File: config.mk
export PLATFORM = sky130hd
export DESIGN_NAME = sca_adc_ctrl
export DESIGN_NICKNAME = d
export VERILOG_FILES = /design/src/verilog/sca_pkg.sv /design/src/verilog/sca_seq_if.sv /design/src/verilog/sca_pin_sync.sv /design/src/verilog/sca_seq_counter.sv /design/src/verilog/sca_adc_ctrl.sv
export SDC_FILE = /design/constraint.sdc
export NUM_CORES = 1
export LEC_CHECK = 0
export BUFFER_PORTS_ARGS = -buffer_cell sky130_fd_sc_hd__buf_4
export CAP_MARGIN = 40
export CORE_MARGIN = 5
export CORE_UTILIZATION = 30
export CTS_CLUSTER_SIZE = 40
export DETAILED_ROUTE_END_ITERATION = 6
export HOLD_SLACK_MARGIN = 0.02
export MAX_ROUTING_LAYER = met4
export PLACE_DENSITY = 0.58
export SYNTH_ARGS = -nofsm -noshare
export SYNTH_HDL_FRONTEND = slang
export SYNTH_HIERARCHICAL = 1
export SYNTH_SLANG_ARGS = --single-unit
File: constraint.sdc
create_clock -name core_clk -period 5.3 [get_ports core_clk]
set_clock_uncertainty 0.15 [all_clocks]
set_input_delay 1.59 -clock core_clk [delete_from_list [all_inputs] [get_ports core_clk]]
set_output_delay 1.59 -clock core_clk [all_outputs]
set_load 0.005 [all_outputs]
File: src/verilog/sca_pkg.sv
package sca_pkg;
  // Result and command widths
  localparam int SCA_RES_W = 13;
  localparam int SCA_BUS_W = 8;
  localparam int SCA_CMD_W = 6;
  localparam int SCA_CNT_W = 7;
  localparam int SCA_CAP_W = 3;
  // Last index of the internal capacitors calibrated one per conversion
  localparam logic [SCA_CAP_W-1:0] SCA_CAP_LAST = 3'h6;
  localparam logic [SCA_CAP_W-1:0] SCA_CAP_FIRST = 3'h0;
  // Sequence cycle figures, in conversion clock cycles
  localparam logic [SCA_CNT_W-1:0] SCA_CYC_FIRST = 7'h01;
  localparam logic [SCA_CNT_W-1:0] SCA_M1_CONV_LAST = 7'h3E;
  localparam logic [SCA_CNT_W-1:0] SCA_M2_CONV_LAST = 7'h18;
  localparam logic [SCA_CNT_W-1:0] SCA_CAL_LAST = 7'h69;
  localparam logic [SCA_CNT_W-1:0] SCA_M1_SAMP_FIRST = 7'h29;
  localparam logic [SCA_CNT_W-1:0] SCA_M1_SAMP_LAST = 7'h31;
  localparam logic [SCA_CNT_W-1:0] SCA_M2_SAMP_FIRST = 7'h03;
  localparam logic [SCA_CNT_W-1:0] SCA_M2_SAMP_LAST = 7'h0A;
  // Status byte bit positions
  localparam int SCA_ST_ACTIVE = 6;
  localparam int SCA_ST_PTR = 2;
  localparam int SCA_ST_EOC = 1;
  localparam int SCA_ST_DONE = 0;
  // Command word bit positions (command_bit5 .. command_bit0)
  localparam int SCA_CMD_B5 = 5;
  localparam int SCA_CMD_B4 = 4;
  localparam int SCA_CMD_B0 = 0;
  localparam int SCA_CMD_B3 = 3;
  // Conversion clock divider default: 50 MHz / 20 = 2.5 MHz
  localparam int SCA_CLK_DIV_DEF = 20;
  // Core cycles the ready output holds its wait state
  localparam logic [1:0] SCA_READY_WAIT = 2'h1;
  // Sequence kinds
  typedef enum logic [1:0] {SEQ_IDLE, SEQ_CONV1, SEQ_CONV2, SEQ_CAL} sca_seq_t;
endpackage : sca_pkg

File: src/verilog/sca_seq_if.sv
interface sca_seq_if;
  import sca_pkg::*;
  // One-cycle conversion clock enable
  logic tick;
  // Restart and abort requests
  logic start;
  logic abort;
  // Final cycle of the sequence being started
  logic [SCA_CNT_W-1:0] lastCycle;
  // Counter state
  logic [SCA_CNT_W-1:0] count;
  logic running;
  logic done;
  modport ctrl (output tick, output start, output abort, output lastCycle,
    input count, input running, input done);
  modport cnt (input tick, input start, input abort, input lastCycle,
    output count, output running, output done);
endinterface : sca_seq_if

File: src/verilog/sca_pin_sync.sv
module sca_pin_sync #(
  parameter int WIDTH = 1
) (
  input wire logic core_clk,
  input wire logic arst_n,
  input wire logic [WIDTH-1:0] pinIn,
  output logic [WIDTH-1:0] pinSync
);
  // First stage, read only by the second stage
  logic [WIDTH-1:0] meta_r;

  // Two-flop synchroniser, idle high to match inactive strobes
  always_ff @(posedge core_clk or negedge arst_n) begin
    if (!arst_n) begin
      meta_r <= '1;
      pinSync <= '1;
    end else begin
      meta_r <= pinIn;
      pinSync <= meta_r;
    end
  end
endmodule : sca_pin_sync

File: src/verilog/sca_seq_counter.sv
module sca_seq_counter import sca_pkg::*; (
  input wire logic core_clk,
  input wire logic arst_n,
  sca_seq_if.cnt seq
);
  // Final cycle captured at start
  logic [SCA_CNT_W-1:0] last_r;

  // Cycle counter: restart on start, stop at final cycle
  always_ff @(posedge core_clk or negedge arst_n) begin
    if (!arst_n) begin
      seq.count <= '0;
      seq.running <= 1'b0;
      seq.done <= 1'b0;
      last_r <= '0;
    end else begin
      seq.done <= 1'b0;
      if (seq.abort) begin
        seq.running <= 1'b0;
        seq.count <= '0;
      end else if (seq.start) begin
        seq.running <= 1'b1;
        seq.count <= SCA_CYC_FIRST;
        last_r <= seq.lastCycle;
      end else if (seq.running && seq.tick) begin
        if (seq.count == last_r) begin
          seq.running <= 1'b0;
          seq.done <= 1'b1;
        end else begin
          seq.count <= seq.count + SCA_CYC_FIRST;
        end
      end
    end
  end
endmodule : sca_seq_counter

File: src/verilog/sca_adc_ctrl.sv
// Overview of operation
// - Mode 1 samples input in cycles 41-49.
// - Mode 2 samples input in cycles 3-10.
// - Completion drives interrupt low; restart allowed.
// - Mode 1 ends cycle 62, Mode 2 cycle 24.
// - New start aborts and restarts running conversion.
// - Abort before sampling recalibrates same capacitor.
// - Data pins driven only during read strobes.
// - Status byte layout on status read.
// - Active flag high while conversion runs.
// - Byte pointer toggles per result read, status-write clears.
// - EOC and done set on completion; reads clear done.
// - Result reads alternate MSB then LSB.
// - Sign-extended two's complement, right justified.
// - No-status variant drives all 13 bits.
// - Read or write combination releases interrupt.
// - Ready output inserts host wait state.
// - Status write resets flags, aborts conversion.
// - Mode select low Mode 1, high Mode 2.
// - Mode 1 rotates through seven capacitors.
// - Mode 1 starts on chip select plus write.
// - Mode 2 calibrate 105, convert 24 cycles.
// - Mode 2 command latched on strobe rise.
// - Mode 2 command bit encoding.
// - Stopped clock loses calibration.
// - Mode 1 power-up calibration, 105 cycles.
module sca_adc_ctrl import sca_pkg::*; #(
  parameter int CLK_DIV = SCA_CLK_DIV_DEF,
  parameter bit HAS_STATUS = 1'b1
) (
  input wire logic core_clk,
  input wire logic arst_n,
  input wire logic csN,
  input wire logic rdN,
  input wire logic wrN,
  input wire logic statusN,
  input wire logic modeSel,
  input wire logic clkHalt,
  input wire logic [SCA_CMD_W-1:0] dataIn,
  input wire logic [SCA_RES_W-1:0] convResult,
  output logic [SCA_RES_W-1:0] dataOut,
  output logic [SCA_RES_W-1:0] dataOe,
  output logic intN,
  output logic readyOut,
  output logic sampleEn,
  output logic calOneCap,
  output logic calAllCaps,
  output logic [SCA_CAP_W-1:0] calCapIdx,
  output logic calValid
);
  localparam int DIV_W = $clog2(CLK_DIV);

  // Divider must give a real slower rate
  if (CLK_DIV < 2) begin : gDivCheck
    $error("CLK_DIV must be at least 2");
  end

  // Synchronised pins
  logic csS, rdS, wrS, statS, modeS, haltS;
  logic [SCA_CMD_W-1:0] dataS;
  // Combined strobes and their previous values
  logic rdAct, wrAct, rdPrev_r, wrPrev_r;
  logic rdRise, wrRise, wrFall;
  // Decoded requests
  logic statusWr, startConv1, startConv2, startCal2, autoCal, seqStart;
  logic cmdIsConv, cmdIsCal, statHigh, resultRead, statusRead;
  // Divider state
  logic [DIV_W-1:0] divCnt_r;
  logic tick_r;
  // Sequence state
  sca_seq_t seqKind_r, startKind;
  logic [SCA_CNT_W-1:0] startLast;
  logic convDone, calDone, inSample;
  // Command, capacitor and flag registers
  logic [SCA_CMD_W-1:0] cmd_r;
  logic [SCA_CAP_W-1:0] capIdx_r;
  logic capUsed_r;
  logic calValid_r;
  logic [SCA_RES_W-1:0] result_r;
  logic bytePtr_r, eoc_r, done_r;
  logic [1:0] readyCnt_r;
  logic [SCA_BUS_W-1:0] statusByte;

  sca_seq_if seq ();

  // Strobes and status pin pass two flops
  sca_pin_sync #(.WIDTH(6)) uCtlSync (
    .core_clk(core_clk),
    .arst_n(arst_n),
    .pinIn({csN, rdN, wrN, statusN, modeSel, clkHalt}),
    .pinSync({csS, rdS, wrS, statS, modeS, haltS})
  );

  // Command bits pass two flops
  sca_pin_sync #(.WIDTH(SCA_CMD_W)) uDataSync (
    .core_clk(core_clk),
    .arst_n(arst_n),
    .pinIn(dataIn),
    .pinSync(dataS)
  );

  sca_seq_counter uCnt (
    .core_clk(core_clk),
    .arst_n(arst_n),
    .seq(seq.cnt)
  );

  // Conversion clock enable from core clock
  always_ff @(posedge core_clk or negedge arst_n) begin
    if (!arst_n) begin
      divCnt_r <= '0;
      tick_r <= 1'b0;
    end else if (divCnt_r == DIV_W'(CLK_DIV - 1)) begin
      divCnt_r <= '0;
      tick_r <= 1'b1;
    end else begin
      divCnt_r <= divCnt_r + DIV_W'(1);
      tick_r <= 1'b0;
    end
  end

  // Strobe edge history
  always_ff @(posedge core_clk or negedge arst_n) begin
    if (!arst_n) begin
      rdPrev_r <= 1'b0;
      wrPrev_r <= 1'b0;
    end else begin
      rdPrev_r <= rdAct;
      wrPrev_r <= wrAct;
    end
  end

  // Strobe decode
  always_comb begin
    rdAct = !csS && !rdS;
    wrAct = !csS && !wrS;
    rdRise = rdAct && !rdPrev_r;
    wrRise = wrAct && !wrPrev_r;
    wrFall = !wrAct && wrPrev_r;
    // Without status logic the status pin is absent
    statHigh = !HAS_STATUS || statS;
    cmdIsConv = cmd_r[SCA_CMD_B5] && !cmd_r[SCA_CMD_B4] && !cmd_r[SCA_CMD_B0];
    cmdIsCal = !cmd_r[SCA_CMD_B5] && (cmd_r[SCA_CMD_B3:SCA_CMD_B0] == '0);
  end

  // Request decode
  always_comb begin
    statusWr = HAS_STATUS && wrRise && !statS;
    startConv1 = !modeS && wrRise && statHigh && calValid_r && seqKind_r != SEQ_CAL;
    // Mode 2 start on strobe release
    startConv2 = modeS && wrFall && statHigh && cmdIsConv;
    startCal2 = modeS && wrFall && statHigh && cmdIsCal;
    // automatic calibration once the clock runs again
    autoCal = !modeS && !calValid_r && !haltS && seqKind_r == SEQ_IDLE && !seq.running;
    seqStart = !statusWr && (startConv1 || startConv2 || startCal2 || autoCal);
    resultRead = rdRise && statHigh;
    statusRead = rdRise && HAS_STATUS && !statS;
  end

  // Kind and length of the sequence being started
  always_comb begin
    startKind = SEQ_IDLE;
    startLast = SCA_CAL_LAST;
    if (startConv1) begin
      startKind = SEQ_CONV1;
      startLast = SCA_M1_CONV_LAST;
    end else if (startConv2) begin
      startKind = SEQ_CONV2;
      startLast = SCA_M2_CONV_LAST;
    end else if (startCal2 || autoCal) begin
      startKind = SEQ_CAL;
      startLast = SCA_CAL_LAST;
    end
  end

  // Counter controls
  always_comb begin
    seq.tick = tick_r;
    seq.start = seqStart;
    seq.abort = statusWr;
    seq.lastCycle = startLast;
  end

  // Sequence end and sampling window
  always_comb begin
    convDone = seq.done && (seqKind_r == SEQ_CONV1 || seqKind_r == SEQ_CONV2);
    calDone = seq.done && seqKind_r == SEQ_CAL;
    inSample = 1'b0;
    if (seq.running && seqKind_r == SEQ_CONV1) begin
      inSample = seq.count >= SCA_M1_SAMP_FIRST && seq.count <= SCA_M1_SAMP_LAST;
    end else if (seq.running && seqKind_r == SEQ_CONV2) begin
      inSample = seq.count >= SCA_M2_SAMP_FIRST && seq.count <= SCA_M2_SAMP_LAST;
    end
  end

  // Kind of running sequence
  always_ff @(posedge core_clk or negedge arst_n) begin
    if (!arst_n) begin
      seqKind_r <= SEQ_IDLE;
    end else if (statusWr) begin
      seqKind_r <= SEQ_IDLE;
    end else if (seqStart) begin
      seqKind_r <= startKind;
    end else if (seq.done) begin
      seqKind_r <= SEQ_IDLE;
    end
  end

  // Command word latch while write combination is low
  always_ff @(posedge core_clk or negedge arst_n) begin
    if (!arst_n) begin
      cmd_r <= '0;
    end else if (wrAct) begin
      cmd_r <= dataS;
    end
  end

  // Capacitor rotation for Mode 1
  always_ff @(posedge core_clk or negedge arst_n) begin
    if (!arst_n) begin
      capIdx_r <= SCA_CAP_FIRST;
      capUsed_r <= 1'b0;
    end else if (statusWr) begin
      capIdx_r <= SCA_CAP_FIRST;
      capUsed_r <= 1'b0;
    end else if (startConv1 && seqStart) begin
      // advance only if last one reached sampling
      if (capUsed_r) begin
        capIdx_r <= (capIdx_r == SCA_CAP_LAST) ? SCA_CAP_FIRST : capIdx_r + 3'h1;
      end
      capUsed_r <= 1'b0;
    end else if (seq.running && seqKind_r == SEQ_CONV1 && seq.count >= SCA_M1_SAMP_FIRST) begin
      capUsed_r <= 1'b1;
    end
  end

  // Calibration validity
  always_ff @(posedge core_clk or negedge arst_n) begin
    if (!arst_n) begin
      calValid_r <= 1'b0;
    end else if (haltS) begin
      calValid_r <= 1'b0;
    end else if (calDone) begin
      calValid_r <= 1'b1;
    end
  end

  // Result latch at completion
  always_ff @(posedge core_clk or negedge arst_n) begin
    if (!arst_n) begin
      result_r <= '0;
    end else if (convDone) begin
      result_r <= convResult;
    end
  end

  // End-of-conversion and done flags, set wins
  always_ff @(posedge core_clk or negedge arst_n) begin
    if (!arst_n) begin
      eoc_r <= 1'b0;
      done_r <= 1'b0;
    end else if (convDone) begin
      eoc_r <= 1'b1;
      done_r <= 1'b1;
    end else begin
      if (statusWr || (seqStart && startKind != SEQ_CAL)) begin
        eoc_r <= 1'b0;
      end
      // reads and status write clear done
      if (statusWr || resultRead || statusRead) begin
        done_r <= 1'b0;
      end
    end
  end

  // Byte pointer
  always_ff @(posedge core_clk or negedge arst_n) begin
    if (!arst_n) begin
      bytePtr_r <= 1'b0;
    end else if (statusWr) begin
      bytePtr_r <= 1'b0;
    end else if (resultRead && HAS_STATUS) begin
      bytePtr_r <= !bytePtr_r;
    end
  end

  // Interrupt output, completion wins over release
  always_ff @(posedge core_clk or negedge arst_n) begin
    if (!arst_n) begin
      intN <= 1'b1;
    end else if (convDone) begin
      intN <= 1'b0;
    end else if (rdRise || wrRise) begin
      intN <= 1'b1;
    end
  end

  // Status byte assembly
  always_comb begin
    statusByte = '0;
    statusByte[SCA_ST_ACTIVE] = seq.running && seqKind_r != SEQ_CAL;
    statusByte[SCA_ST_PTR] = bytePtr_r;
    statusByte[SCA_ST_EOC] = eoc_r;
    statusByte[SCA_ST_DONE] = done_r;
  end

  // Read data and pin drive
  always_ff @(posedge core_clk or negedge arst_n) begin
    if (!arst_n) begin
      dataOut <= '0;
      dataOe <= '0;
    end else if (rdRise) begin
      dataOe <= '0;
      if (!HAS_STATUS) begin
        dataOut <= result_r;
        dataOe <= '1;
      end else if (!statS) begin
        dataOut <= {5'h00, statusByte};
        dataOe[SCA_BUS_W-1:0] <= '1;
      end else if (!bytePtr_r) begin
        dataOut <= {5'h00, {4{result_r[12]}}, result_r[11:8]};
        dataOe[SCA_BUS_W-1:0] <= '1;
      end else begin
        dataOut <= {5'h00, result_r[7:0]};
        dataOe[SCA_BUS_W-1:0] <= '1;
      end
    end else if (!rdAct) begin
      dataOe <= '0;
    end
  end

  // Ready output wait state
  always_ff @(posedge core_clk or negedge arst_n) begin
    if (!arst_n) begin
      readyOut <= 1'b1;
      readyCnt_r <= '0;
    end else if (rdRise) begin
      readyOut <= 1'b0;
      readyCnt_r <= SCA_READY_WAIT;
    end else if (readyCnt_r > 2'h1) begin
      readyCnt_r <= readyCnt_r - 2'h1;
    end else begin
      readyOut <= 1'b1;
      readyCnt_r <= '0;
    end
  end

  // Analog control outputs
  always_ff @(posedge core_clk or negedge arst_n) begin
    if (!arst_n) begin
      sampleEn <= 1'b0;
      calOneCap <= 1'b0;
      calAllCaps <= 1'b0;
      calCapIdx <= SCA_CAP_FIRST;
      calValid <= 1'b0;
    end else begin
      sampleEn <= inSample;
      calOneCap <= seq.running && seqKind_r == SEQ_CONV1 && seq.count < SCA_M1_SAMP_FIRST;
      calAllCaps <= seq.running && seqKind_r == SEQ_CAL;
      calCapIdx <= capIdx_r;
      calValid <= calValid_r;
    end
  end
endmodule : sca_adc_ctrl

; ---- After elaboration in Yosys (flattened, before gate mapping)
; Index checks and enable logic that the tools add are counted.
[word_totals]
ff_bits = 114
latch_bits = 0
ramBits = 0
romBits = 0
in_bits = 27
mem_count = 0
[op_classes]
addsub = 4
mul = 0
n_div = 0
order_cmp = 6
n_eq_ne = 11
shifts = 0
muxes = 49
n_bitwise = 1
n_reduce_logical = 79
[op_table]
columns = cell, count
row1 = 2-to-1 mux 7 bit, 6
row2 = logical AND 1 bit, 37
row3 = 2-to-1 mux 1 bit, 26
row4 = 2-to-1 mux 13 bit, 2
row5 = logical NOT 1 bit, 16
row6 = 2-to-1 mux 2 bit, 8
row7 = 2-to-1 mux 8 bit, 2
row8 = nonzero test 2 bit, 7
row9 = 2-to-1 mux 3 bit, 4
row10 = nonzero test 3 bit, 4
row11 = logical OR 1 bit, 9
row12 = AND reduction 2 bit, 4
row13 = adder 7 x 1 -> 7 bit (second input constant), 1
row14 = equality test 7 bit, 1
row15 = greater-or-equal comparator 7 x 2 -> 1 bit (second input constant), 1
row16 = greater-or-equal comparator 7 x 6 -> 1 bit (second input constant), 1
row17 = less-or-equal comparator 7 x 4 -> 1 bit (second input constant), 1
row18 = less-or-equal comparator 7 x 6 -> 1 bit (second input constant), 1
row19 = less-than comparator 7 x 6 -> 1 bit (second input constant), 1
row20 = inequality test 2 bit (second input constant), 3
row21 = adder 5 x 1 -> 5 bit (second input constant), 1
row22 = equality test 5 bit (second input constant), 1
row23 = 2-to-1 mux 5 bit, 1
row24 = equality test 2 bit (second input constant), 2
row25 = 10 further kinds, 10

; ---- Logic depth before layout (Yosys ltp)
; Gate-level depths: netlist of run 1.
[depth]
ltp_word = 16
mapped_depth = 10
ltp_nobuf = 9

; ---- Hierarchy
; Netlist of run 1, hierarchy kept.
[modules_own_cells]
columns = mod, instances, cells_each, area_each_um2, seq_area_each_um2
row1 = sca_adc_ctrl, 1, 227, 2633.8, 1428.9
row2 = sca_seq_counter, 1, 72, 792.0, 400.4
row3 = sca_pin_sync, 2, 12, 315.3, 315.3

; ---- Least setup slack after synthesis of run 1
; OpenSTA, ideal clock, no wires.
[synth_timing]
path_kind = reg-to-reg
start = reg uCtlSync.pinSync[2]
end = reg uCnt.last_r[0]
t_arrival_ns = 2.214
required_ns = 5.025
setup_slack_ns = 2.811
stages_incl_launch_ff = 11
path_buffers = 1
synth_period_minus_slack_ns = 2.489
cell_sequence = dfstp_2 buf_4 nand4b_2 nor4b_4 inv_2 nand2_2 inv_2 a21oi_2 inv_1 nor2_1 mux2_2
[synth_between]
word_cells_on_any_way = 17
[synth_lines]
columns = item, line_no
row1 = start: declaration, sca_pin_sync.sv:7  ; output logic [WIDTH-1:0] pinSync
row2 = start signal: assignment, sca_pin_sync.sv:19  ; pinSync <= meta_r;
row3 = logical AND 1 bit (on tied branches) (2 in a row), "sca_adc_ctrl.sv:151, sca_adc_ctrl.sv:149"
row4 = 2-to-1 mux 7 bit or logical AND 1 bit (tied branches), "sca_adc_ctrl.sv:167, sca_adc_ctrl.sv:149"
row5 = 2-to-1 mux 7 bit (*), sca_adc_ctrl.sv:164  ; if (startConv1) begin
row6 = via seq.lastCycle[0], sca_seq_if.sv:9  ; logic [SCA_CNT_W-1:0] lastCycle;
row7 = end signal: assignment, sca_seq_counter.sv:24  ; last_r <= seq.lastCycle;
row8 = end: declaration, sca_seq_counter.sv:7  ; logic [SCA_CNT_W-1:0] last_r;
; Mark *: on every way through the listed nets, which the timed path passes. The rest lies on a longest branch.
; A chain may end at the register's enable or synchronous reset.

; ---- Worst setup path in the final report of run 1
[layout_timing]
start = reg uCtlSync.pinSync[2]
end = reg uCnt.last_r[1]
[layout_between]
elab_chain_cells = 8
word_cells_on_any_way = 16
[layout_rtl]
columns = item, line_no
row1 = logical AND 1 bit (3 in a row), sca_adc_ctrl.sv:149  ; startConv1 = !modeS && wrRise && statHigh && calValid_r && seqKind_r != SEQ_CAL;
row2 = logical OR 1 bit (3 in a row), sca_adc_ctrl.sv:155  ; seqStart = !statusWr && (startConv1 || startConv2 || startCal2 || autoCal);
row3 = logical AND 1 bit (*), sca_adc_ctrl.sv:155
row4 = via seq.start, sca_seq_if.sv:6  ; logic start;
row5 = AND reduction 2 bit (no source line) (*), n/a
; Marked as above.

==> flow_summary_export.csv, run 1 <==
group,metric,value,unit
synth,yosys-top-cells-count,"dfrtp_1 (71), dfstp_2 (26), mux2_2 (26)",
placement,io_buffers,51,
die,placementRows,42,
timing,finalCritPeriodShare,0.537,
pwr,p_leak,0.00219,uW
synth,syn_avg_cell_area,12.6,sq um
routing,drt-pass1-iter-count,4,
clock_tree,cts_tree,"done",
routing,drtAntennaViolNets,0,
synth,synth_top_area_frac,0.438,
finish,diodes,0,
global_routing,grt_pass1_wl,12800,um
synth,synth.area.top_cells,"dfrtp_1 (44%), dfstp_2 (17%), mux2_2 (7.2%)",
timing,rsz0062_at_grt,"false",
worst_setup_path,crit_required,5.37,ns
worst_setup_path,startpoint_type,"flip-flop",
global_routing,grt_pass1_vias,2482,
clock_tree,clockRootBuffer,"clkbuf_16",
worst_setup_path,cp_slowest_cell,"dfstp_2",
finish,layout-drive-gt1-share,0.369,
worst_setup_path,crit_path_max_fanout,19,
synth,synth_ff_type,"dfrtp_1",
worst_setup_path,crit_chain,"nand4b_2 > nor4b_4 > inv_2 > nand2_2 > inv_2 > a21oi_2 > inv_1 > nor2_1 > mux2_2",
worst_setup_path,crit_path_frequent_cell,"inv_2",
timing,setup_viol,0,
global_routing,grt_max_degree,37,
synth,synthCells,323,
timing,maxSlewViolCount,0,
placement,globalplace.congestion,0.760,
clock_tree,clk_latency,0.33,ns
synth,yosysSeqAreaShare,0.606,
flow_run,maxCapViolCount,0,
routing,wl_per_cell,13.2,um
clock_tree,htree_levels,3,
timing,setup_tns,0,ns
die,die_w,126,um
worst_hold_path,hp-class,"flip-flop to flip-flop",
timing,min_period,2.85,ns
die,coreArea,0.0132,sq mm
clock_tree,post-cts-setup-buffer-count,0,
timing,hold_viol_final,0,
die,initial_utilization,0.306,
synth,yosysMostFrequentCell,"dfrtp_1",
worst_setup_path,reg2reg_depth,9,
worst_setup_path,slowest_delay,0.74,ns
routing,via_per_inst,4.42,
global_routing,grt.overflow.total,0,
outcome,outcome,"complete, no violations",
clock_tree,cts_buffers,9,
global_routing,antenna_found_initial,0,
synth,yosysTopAreaCell,"dfrtp_1",
timing,slew-limit-headroom,0.537,
pwr,powerDensity,373,mW/mm^2
worst_setup_path,arrival,2.91,ns
finish,layout.cells.non_filler,553,
die,dieArea,0.0159,sq mm
clock_tree,cts_hold_buf,0,
routing,vias,2446,
worst_setup_path,critPathCaptureType,"flip-flop",
timing,tightest_slew,0.693,ns
synth,synth-edff-count,0,
worst_hold_path,min_path_cells,0,
die,die_h,126,um
routing,drc,0,
synth,synth_warnings,6,
worst_setup_path,rrSetupSlack,2.45,ns
placement,dp_hpwl,5330,um
finish,fin_nets,405,
finish,fillers,1315,
clock_tree,cts_sinks,97,
finish,syn2layout_area_growth,20.3,%
routing,drt-total-wl,7300,um
global_routing,track_usage,0.101,
die,pin_count,62,
synth,async_flop_share,1.00,
clock_tree,cts_resized,0,
clock_tree,cts_buffer_depth,2,
routing,first_iter_violations,96,
worst_setup_path,crit_type,"flip-flop to flip-flop",
pwr,peakVddDrop,0.187,mV
synth,synth_cell_types,56,
placement,placed_cells_incl_taps,537,
synth,syn_area,0.00406,sq mm
timing,max_freq,351,MHz
synth,ys_ff_latch,97,
clock_tree,cts.clk_slew.worst_paths,0.07,ns
-- per-stage QoR --
stage | power (uW) | util | worst slack, ns | instance area (sq um) | hold slack [ns]
detailed placement | 1140 | 0.344 | 2.43 | 4560 | 0.197
CTS | 1850 | 0.368 | 2.43 | 4880 | 0.206
global placement | 1130 | 0.342 | 2.47 | 4540 | 0.197
global route | 1920 | 0.368 | 2.21 | 4880 | 0.210
finish | 1820 | 0.368 | 2.45 | 4880 | 0.206
floorplan | 1040 | - | 2.81 | 4090 | 0.195
-- flip-flops by register name, summed over array words and instances, names as in the netlist, 2 cells and up --
signal / count
readyCnt_r: 2
cmd_r: 6
dataOut: 8
uCtlSync/pinSync: 6
uCnt/last_r: 7
uCnt/seq.count: 7
uDataSync/pinSync: 6
capIdx_r: 3
result_r: 13
divCnt_r: 5
uDataSync/meta_r: 6
seqKind_r: 2
uCtlSync/meta_r: 6
calCapIdx: 3
-- placed cells by master (no fill, tap or decap), types with 3 or more instances in the layout --
cell,instances
a21oi_1,17
inv_6,3
nand2_1,16
mux2_2,26
a21boi_0,3
a22o_1,7
xor2_1,8
nor2_1,13
o21ai_1,4
o21ai_0,12
mux2i_1,5
clkbuf_16,9
ha_1,6
or3_1,3
nand3_1,8
inv_1,14
buf_4,52
o31ai_1,3
conb_1,11
dfrtp_1,71
xnor2_1,3
dfstp_2,26
nor3_1,6
-- layer usage --
layer | wire (um) | vias to the layer above | GRT usage | part of all wire
met5 | 0 | - | - | 0
met3 | 192 | 7 | 0.0195 | 0.026
met1 | 3540 | 1195 | 0.137 | 0.48
met2 | 3490 | 44 | 0.153 | 0.48
li1 | - | 1200 | - | -
met4 | 82 | 0 | 0.0360 | 0.011
-- critical path: cells and delay by family, from the launching register on --
family | cells | cell delay, ns
AND/OR/NAND/NOR | 4 | 1.06
flip-flops | 1 | 0.74
multiplexers | 1 | 0.40
buffers and inverters | 3 | 0.23
AO/OA/AOI/OAI | 1 | 0.16
-- where the power goes --
| group | leakage [uW] | internal [uW] | total (uW) | switching (uW) |
|---|---|---|---|---|
| Clock | 0.000157 | 418 | 694 | 276 |
| Sequential | 0.00118 | 820 | 893 | 73.0 |
| Combinational | 0.000861 | 127 | 233 | 106 |
-- path summary, 6_finish.rpt --
kind                                       end           startpoint
setup / recovery                uCnt/last_r[1]  uCtlSync/pinSync[2]
hold / removal             uCtlSync/pinSync[5]   uCtlSync/meta_r[5]
setup reg to reg                uCnt/last_r[1]  uCtlSync/pinSync[2]
hold reg to reg            uCtlSync/pinSync[5]   uCtlSync/meta_r[5]
max in group asynchronous   uCtlSync/meta_r[5]               arst_n
min in group asynchronous             cmd_r[3]               arst_n
-- logic make-up (layout without fill, tap and decap cells) --
| family | after synthesis | after routing | synth area share |
|---|---|---|---|
| AO/OA/AOI/OAI | 61 | 61 | 0.0990 |
| flip-flops | 97 | 97 | 0.606 |
| XOR/XNOR | 11 | 11 | 0.0238 |
| buffers and inverters | 40 | 85 | 0.0555 |
| multiplexers | 31 | 31 | 0.0845 |
| adder cells (fa/ha/maj) | 6 | 6 | 0.0185 |
| AND/OR/NAND/NOR | 75 | 75 | 0.110 |
| other | 2 | 11 | 0.00185 |
-- layout make-up --
class                      instances  area, sq um  area share
timing repair buffer              53          410      0.0841
clock buffer                       9          225      0.0462
multi-input combinational        195         1410       0.288
inverter                          16         60.1      0.0123
clock inverter                     7         98.8      0.0203
tap                              176          220      0.0451
sequential                        97         2460       0.504
Note: power is estimated with default switching activity, not from simulation.
==> run 2, diff against run 1 <==
==> constraint.sdc (replaced) <==
create_clock -name core_clk -period 2.7 [get_ports core_clk]
set_clock_uncertainty 0.15 [all_clocks]
set_input_delay 0.81 -clock core_clk [delete_from_list [all_inputs] [get_ports core_clk]]
set_output_delay 0.81 -clock core_clk [all_outputs]
set_load 0.005 [all_outputs]
==> run 2 against run 1 <==
Compared with the run above:
- power is 92% higher
- global-route usage is essentially flat
- maximum frequency up 14%
- via count up 2.5%
- register-to-register slack got worse by 2.3 ns
- flip-flop and latch count unchanged
- sequential power rose by 94%
- critical path type unchanged
- highest routed layer unchanged
==> flow_summary_export.csv, run 2 (same netlist as run 1, synthesis figures left out) <==
group,metric,value,unit
outcome,outcome,"complete, no violations",
pwr,p_leak,0.00222,uW
routing,first_iter_violations,102,
global_routing,grt.overflow.total,0,
finish,largest_reg_flops,13,
worst_setup_path,crit_chain,"ha_1 > nor3b_4 > nand3_1 > nand2_2 > inv_2 > a21oi_2 > inv_1 > nor2_1 > buf_4 > mux2_2",
timing,finalCritPeriodShare,0.927,
die,coreArea,0.0132,sq mm
worst_setup_path,reg2reg_depth,10,
pwr,peakVddDrop,0.287,mV
clock_tree,cts_tree,"done",
global_routing,track_usage,0.102,
die,pin_count,62,
finish,fin_nets,411,
clock_tree,cts_buffer_depth,2,
routing,vias,2507,
clock_tree,clk_latency,0.34,ns
finish,layout-drive-gt1-share,0.379,
timing,rsz0062_at_grt,"false",
finish,fin_area,0.00491,sq mm
worst_setup_path,crit_path_max_fanout,7,
worst_setup_path,startpoint_type,"flip-flop",
timing,maxSlewViolCount,0,
routing,via_per_inst,4.48,
clock_tree,cts_hold_buf,0,
finish,largestRegisters,"result_r x13, dataOut x8",
worst_setup_path,crit_required,2.77,ns
worst_setup_path,path_delay_family,"simple AND/OR/NAND/NOR gates",
routing,drc,0,
clock_tree,cts_buffers,9,
global_routing,grt_pass1_vias,2535,
worst_setup_path,crit_buf_inv,3,
worst_setup_path,crit_type,"flip-flop to flip-flop",
placement,io_buffers,51,
worst_setup_path,critPathCaptureType,"flip-flop",
clock_tree,htree_levels,3,
die,die_w,126,um
timing,slew-limit-headroom,0.545,
die,initial_utilization,0.306,
finish,fillers,1299,
placement,globalplace.congestion,0.749,
finish,mostFrequentLayoutCells,"dfrtp_1 (71), buf_4 (58), mux2_2 (26), dfstp_2 (26), a21oi_1 (17)",
worst_setup_path,worstReg2RegEnd,"uCnt/last_r[5]",
worst_setup_path,rrSetupSlack,0.20,ns
routing,drt-total-wl,7480,um
worst_setup_path,slowest_delay,0.42,ns
finish,final_common_cell,"dfrtp_1",
worst_hold_path,min_path_cells,0,
worst_hold_path,hp-class,"flip-flop to flip-flop",
die,placementRows,42,
timing,tightest_slew,0.683,ns
timing,hold_viol_final,0,
die,die_h,126,um
timing,min_period,2.50,ns
die,dieArea,0.0159,sq mm
routing,wl_per_cell,13.4,um
global_routing,antenna_found_initial,0,
timing,max_freq,400,MHz
finish,syn2layout_area_growth,21.1,%
finish,final_util,0.371,
timing,setup_viol,0,
clock_tree,cts_sinks,97,
placement,dp_hpwl,5420,um
routing,drt-pass1-iter-count,4,
placement,placedInstanceArea,0.00460,sq mm
routing,drtAntennaViolNets,0,
pwr,powerDensity,712,mW/mm^2
timing,setup_tns,0,ns
worst_hold_path,worstHoldStart,"uCtlSync/meta_r[5]",
finish,regMostFlops,"result_r",
clock_tree,clockRootBuffer,"clkbuf_16",
worst_setup_path,arrival,2.58,ns
finish,diodes,0,
worst_setup_path,rr_startpoint,"seqKind_r[0]",
global_routing,grt_max_degree,45,
flow_run,maxCapViolCount,0,
clock_tree,cts.clk_slew.worst_paths,0.07,ns
worst_hold_path,hold_path_end,"uCtlSync/pinSync[5]",
global_routing,grt_pass1_wl,12900,um
worst_setup_path,cp_slowest_cell,"dfrtp_1",
==> run 2: changes by cell type in the layout (fill, tap and decap cells not counted), sizes merged <==
| cell | previous run | this run |
|---|---|---|
| buf | 53 | 59 |
| bufinv | 2 | 0 |
| inv | 19 | 21 |
| clkinv | 1 | 2 |
| clkinvlp | 1 | 0 |
==> run 2: where the power goes <==
group          switching (uW)  internal [uW]  leakage (uW)  total (uW)
clock network             603            663      0.000150        1270
registers                 124           1610       0.00118        1730
logic                     235            263      0.000891         498
==> run 2: per-layer routing <==
| layer | routed length [um] | vias up | global-route usage |
|---|---|---|---|
| met5 | 0 | - | - |
| met4 | 118 | 0 | 0.0360 |
| met3 | 272 | 8 | 0.0254 |
| met2 | 3600 | 52 | 0.157 |
| met1 | 3480 | 1240 | 0.131 |
| li1 | - | 1207 | - |
==> run 2: worst max path at each step <==
stage,startpoint,end,cells after the start
floorplan,uCtlSync/pinSync[2],uCnt/last_r[0],10
global placement,seqKind_r[0],uCnt/last_r[0],10
detailed placement,seqKind_r[0],uCnt/last_r[5],10
CTS,seqKind_r[0],uCnt/last_r[5],10
global route,seqKind_r[0],uCnt/last_r[5],10
finish,seqKind_r[0],uCnt/last_r[5],10
==> run 2: area by class of cell <==
class | instances | area [sq um] | area share
flip-flops and latches | 97 | 2460 | 0.501
multi-input cells | 195 | 1410 | 0.287
repair buffers | 59 | 455 | 0.0927
clock buffers | 9 | 225 | 0.0458
well taps | 176 | 220 | 0.0448
clock inverters | 7 | 81.3 | 0.0166
inverters | 16 | 60.1 | 0.0122
==> run 2: repair_timing <==
item / 4_1_cts / 5_1_grt
resized for setup: 0 / 1
setup buffers: 0 / 0
setup endpoints to repair: 0 / 6
==> run 2: worst register-to-register path, cell delays in order (launching register included) <==
cell     delay (ns)
dfrtp_1        0.42
ha_1           0.28
nor3b_4        0.29
nand3_1        0.22
nand2_2        0.13
inv_2          0.05
a21oi_2        0.16
inv_1          0.09
nor2_1         0.11
buf_4          0.16
mux2_2         0.34
==> run 2: stage by stage <==
stage / hold slack, ns / total power (uW) / setup WS, ns / instances
after floorplan: 0.195 / 2050 / 0.211 / 332
after global placement: 0.197 / 2250 / 0.280 / 543
after detailed placement: 0.197 / 2260 / 0.188 / 543
after CTS: 0.207 / 3540 / 0.167 / 559
after global routing: 0.209 / 3690 / 0.00586 / 559
final: 0.207 / 3500 / 0.197 / 559
==> run 3, diff against run 2 <==
--- a/config.mk
+++ b/config.mk
@@ -7,8 +7,10 @@
 export LEC_CHECK = 0
 export BUFFER_PORTS_ARGS = -buffer_cell sky130_fd_sc_hd__buf_4
 export CAP_MARGIN = 40
+export CORE_ASPECT_RATIO = 2
 export CORE_MARGIN = 5
 export CORE_UTILIZATION = 30
+export CTS_BUF_LIST = sky130_fd_sc_hd__clkbuf_4
 export CTS_CLUSTER_SIZE = 40
 export DETAILED_ROUTE_END_ITERATION = 6
 export HOLD_SLACK_MARGIN = 0.02
==> run 3 against run 2 <==
Compared with the run above:
- via count increased by 1.4%
- cell area is 3.6% lower
- wire length is 7.0% higher
- global-route usage increased by 0.39 points
- clock power down 39%
- sequential power about the same
- largest cell class unchanged
- maximum frequency fell by 0.36%
- setup slack worse by 0.0091 ns
- critical endpoint is now uCnt/last_r[2]
- flip-flop and latch count is the same
- final cell count down 3.6%
==> flow_summary_export.csv, run 3 (same netlist as run 1, synthesis figures left out) <==
group,metric,value,unit
placement,io_buffers,51,
clock_tree,cts_sinks,97,
timing,rsz0062_at_grt,"false",
clock_tree,clk_latency,0.45,ns
timing,setup_tns,0,ns
routing,first_iter_violations,124,
finish,final_common_cell,"dfrtp_1",
die,placementRows,60,
pwr,switching_share,0.306,
worst_setup_path,worstSetupStartpoint,"seqKind_r[0]",
worst_setup_path,rrSetupSlack,0.19,ns
clock_tree,cts_buffers,9,
finish,seq_area,0.00246,sq mm
die,coreArea,0.0134,sq mm
worst_setup_path,startpoint_type,"flip-flop",
global_routing,grt_max_degree,47,
pwr,pwr-share-clk,0.258,
clock_tree,cts_tree,"done",
finish,layout.cells.non_filler,539,
finish,syn2layout_area_growth,16.8,%
global_routing,grt_pass1_wl,13200,um
finish,fin_nets,411,
routing,drt-pass1-iter-count,4,
routing,wl_per_cell,14.8,um
worst_setup_path,crit_type,"flip-flop to flip-flop",
clock_tree,cts_buffer_depth,2,
worst_setup_path,crit_required,2.89,ns
routing,via_per_inst,4.71,
routing,vias,2541,
timing,maxSlewViolCount,0,
die,pin_count,62,
worst_setup_path,worstReg2RegEnd,"uCnt/last_r[2]",
routing,drt-total-wl,8000,um
pwr,p_comb_frac,0.167,
die,die_h,174,um
worst_setup_path,crit_path_max_fanout,7,
global_routing,antenna_found_initial,1,
finish,multi_input_area,0.00142,sq mm
placement,dp_hpwl,6010,um
pwr,seq_power_share,0.575,
pwr,p_leak,0.00215,uW
pwr,switchingPower,926,uW
flow_run,maxCapViolCount,0,
timing,max_freq,398,MHz
pwr,peakVddDrop,0.213,mV
die,initial_utilization,0.304,
timing,tightest_slew,0.675,ns
finish,fin_area,0.00474,sq mm
die,die_w,92.2,um
finish,layout-drive-gt1-share,0.381,
global_routing,grt.overflow.total,0,
worst_setup_path,crit_end,"uCnt/last_r[2]",
clock_tree,clockRootBuffer,"clkbuf_4",
worst_setup_path,critPathCaptureType,"flip-flop",
global_routing,grt_pass1_vias,2669,
finish,largest_reg_flops,13,
worst_setup_path,reg2reg_depth,10,
timing,hold_viol_final,0,
finish,mostFrequentLayoutCells,"dfrtp_1 (71), buf_4 (58), mux2_2 (26), dfstp_2 (26), a21oi_1 (17)",
timing,min_period,2.51,ns
timing,slew-limit-headroom,0.550,
worst_hold_path,hp-class,"primary input to asynchronous set/reset pin",
routing,drc,0,
outcome,outcome,"complete, no violations",
pwr,powerDensity,639,mW/mm^2
timing,setup_viol,0,
global_routing,track_usage,0.106,
pwr,intPower,2100,uW
routing,drtAntennaViolNets,0,
clock_tree,cts.clk_slew.worst_paths,0.17,ns
worst_setup_path,rr_startpoint,"seqKind_r[0]",
die,dieArea,0.0161,sq mm
finish,fillers,1346,
worst_setup_path,arrival,2.70,ns
timing,fin_hold_ws,0.137,ns
placement,globalplace.congestion,0.881,
finish,regMostFlops,"result_r",
placement,placedInstanceArea,0.00456,sq mm
clock_tree,htree_levels,3,
timing,finalCritPeriodShare,0.930,
finish,largestRegisters,"result_r x13, dataOut x8",
placement,placed_cells_incl_taps,520,
==> run 3: through the flow <==
step / total power [uW] / util / worst slack (ns)
2_1_floorplan: 2050 / - / 0.211
3_3_place_gp: 2270 / 0.341 / 0.259
3_5_place_dp: 2280 / 0.341 / 0.104
4_1_cts: 3070 / 0.352 / 0.0849
5_1_grt: 3200 / 0.355 / 0.0104
6_report: 3030 / 0.355 / 0.188
==> run 3: repair_timing <==
action,CTS,global route
gates resized for setup,0,2
hold buffers,0,0
setup endpoints to repair,0,6
buffers inserted,0,2
==> run 3: worst max-delay path, stage by stage (launching register included) <==
cell	delay [ns]
dfrtp_1	0.45
ha_1	0.29
nor3b_4	0.31
nand3_2	0.16
nand2_2	0.10
inv_2	0.05
a21oi_2	0.20
inv_1	0.10
nor2_1	0.12
buf_4	0.16
mux2_2	0.33
==> run 3: layer usage <==
metal  share of wire  track usage
met1            0.37        0.104
met2            0.58        0.199
met3           0.031       0.0156
met4           0.022       0.0496
met5               0            -
==> run 3: cell type report <==
type | count | share of cell area
Antenna cell | 1 | 0.000528
Timing Repair Buffer | 59 | 0.0961
Clock buffer | 9 | 0.0143
Tap cell | 155 | 0.0409
Multi-Input combinational cell | 195 | 0.299
Sequential cell | 97 | 0.519
Inverter | 16 | 0.0127
Clock inverter | 7 | 0.0174
==> run 3: power by group through the flow <==
stage                     Clock, uW  Combinational, uW  Sequential (uW)
after global routing            874                564             1760
after global placement            0                501             1760
after CTS                       818                514             1740
final                           781                505             1740
after floorplan                   0                319             1730
after detailed placement          0                513             1770
==> run 3: worst min path at each step <==
stage / from / to / slack (ns) / cells after the start
after floorplan: uCtlSync/meta_r[0] / uCtlSync/pinSync[0] / 0.20 / 0
after global placement: uCtlSync/meta_r[4] / uCtlSync/pinSync[4] / 0.20 / 0
after detailed placement: uDataSync/meta_r[0] / uDataSync/pinSync[0] / 0.20 / 0
after CTS: arst_n / cmd_r[2] / 0.11 / 1
after global routing: arst_n / cmd_r[2] / 0.14 / 1
final: arst_n / calValid / 0.14 / 1
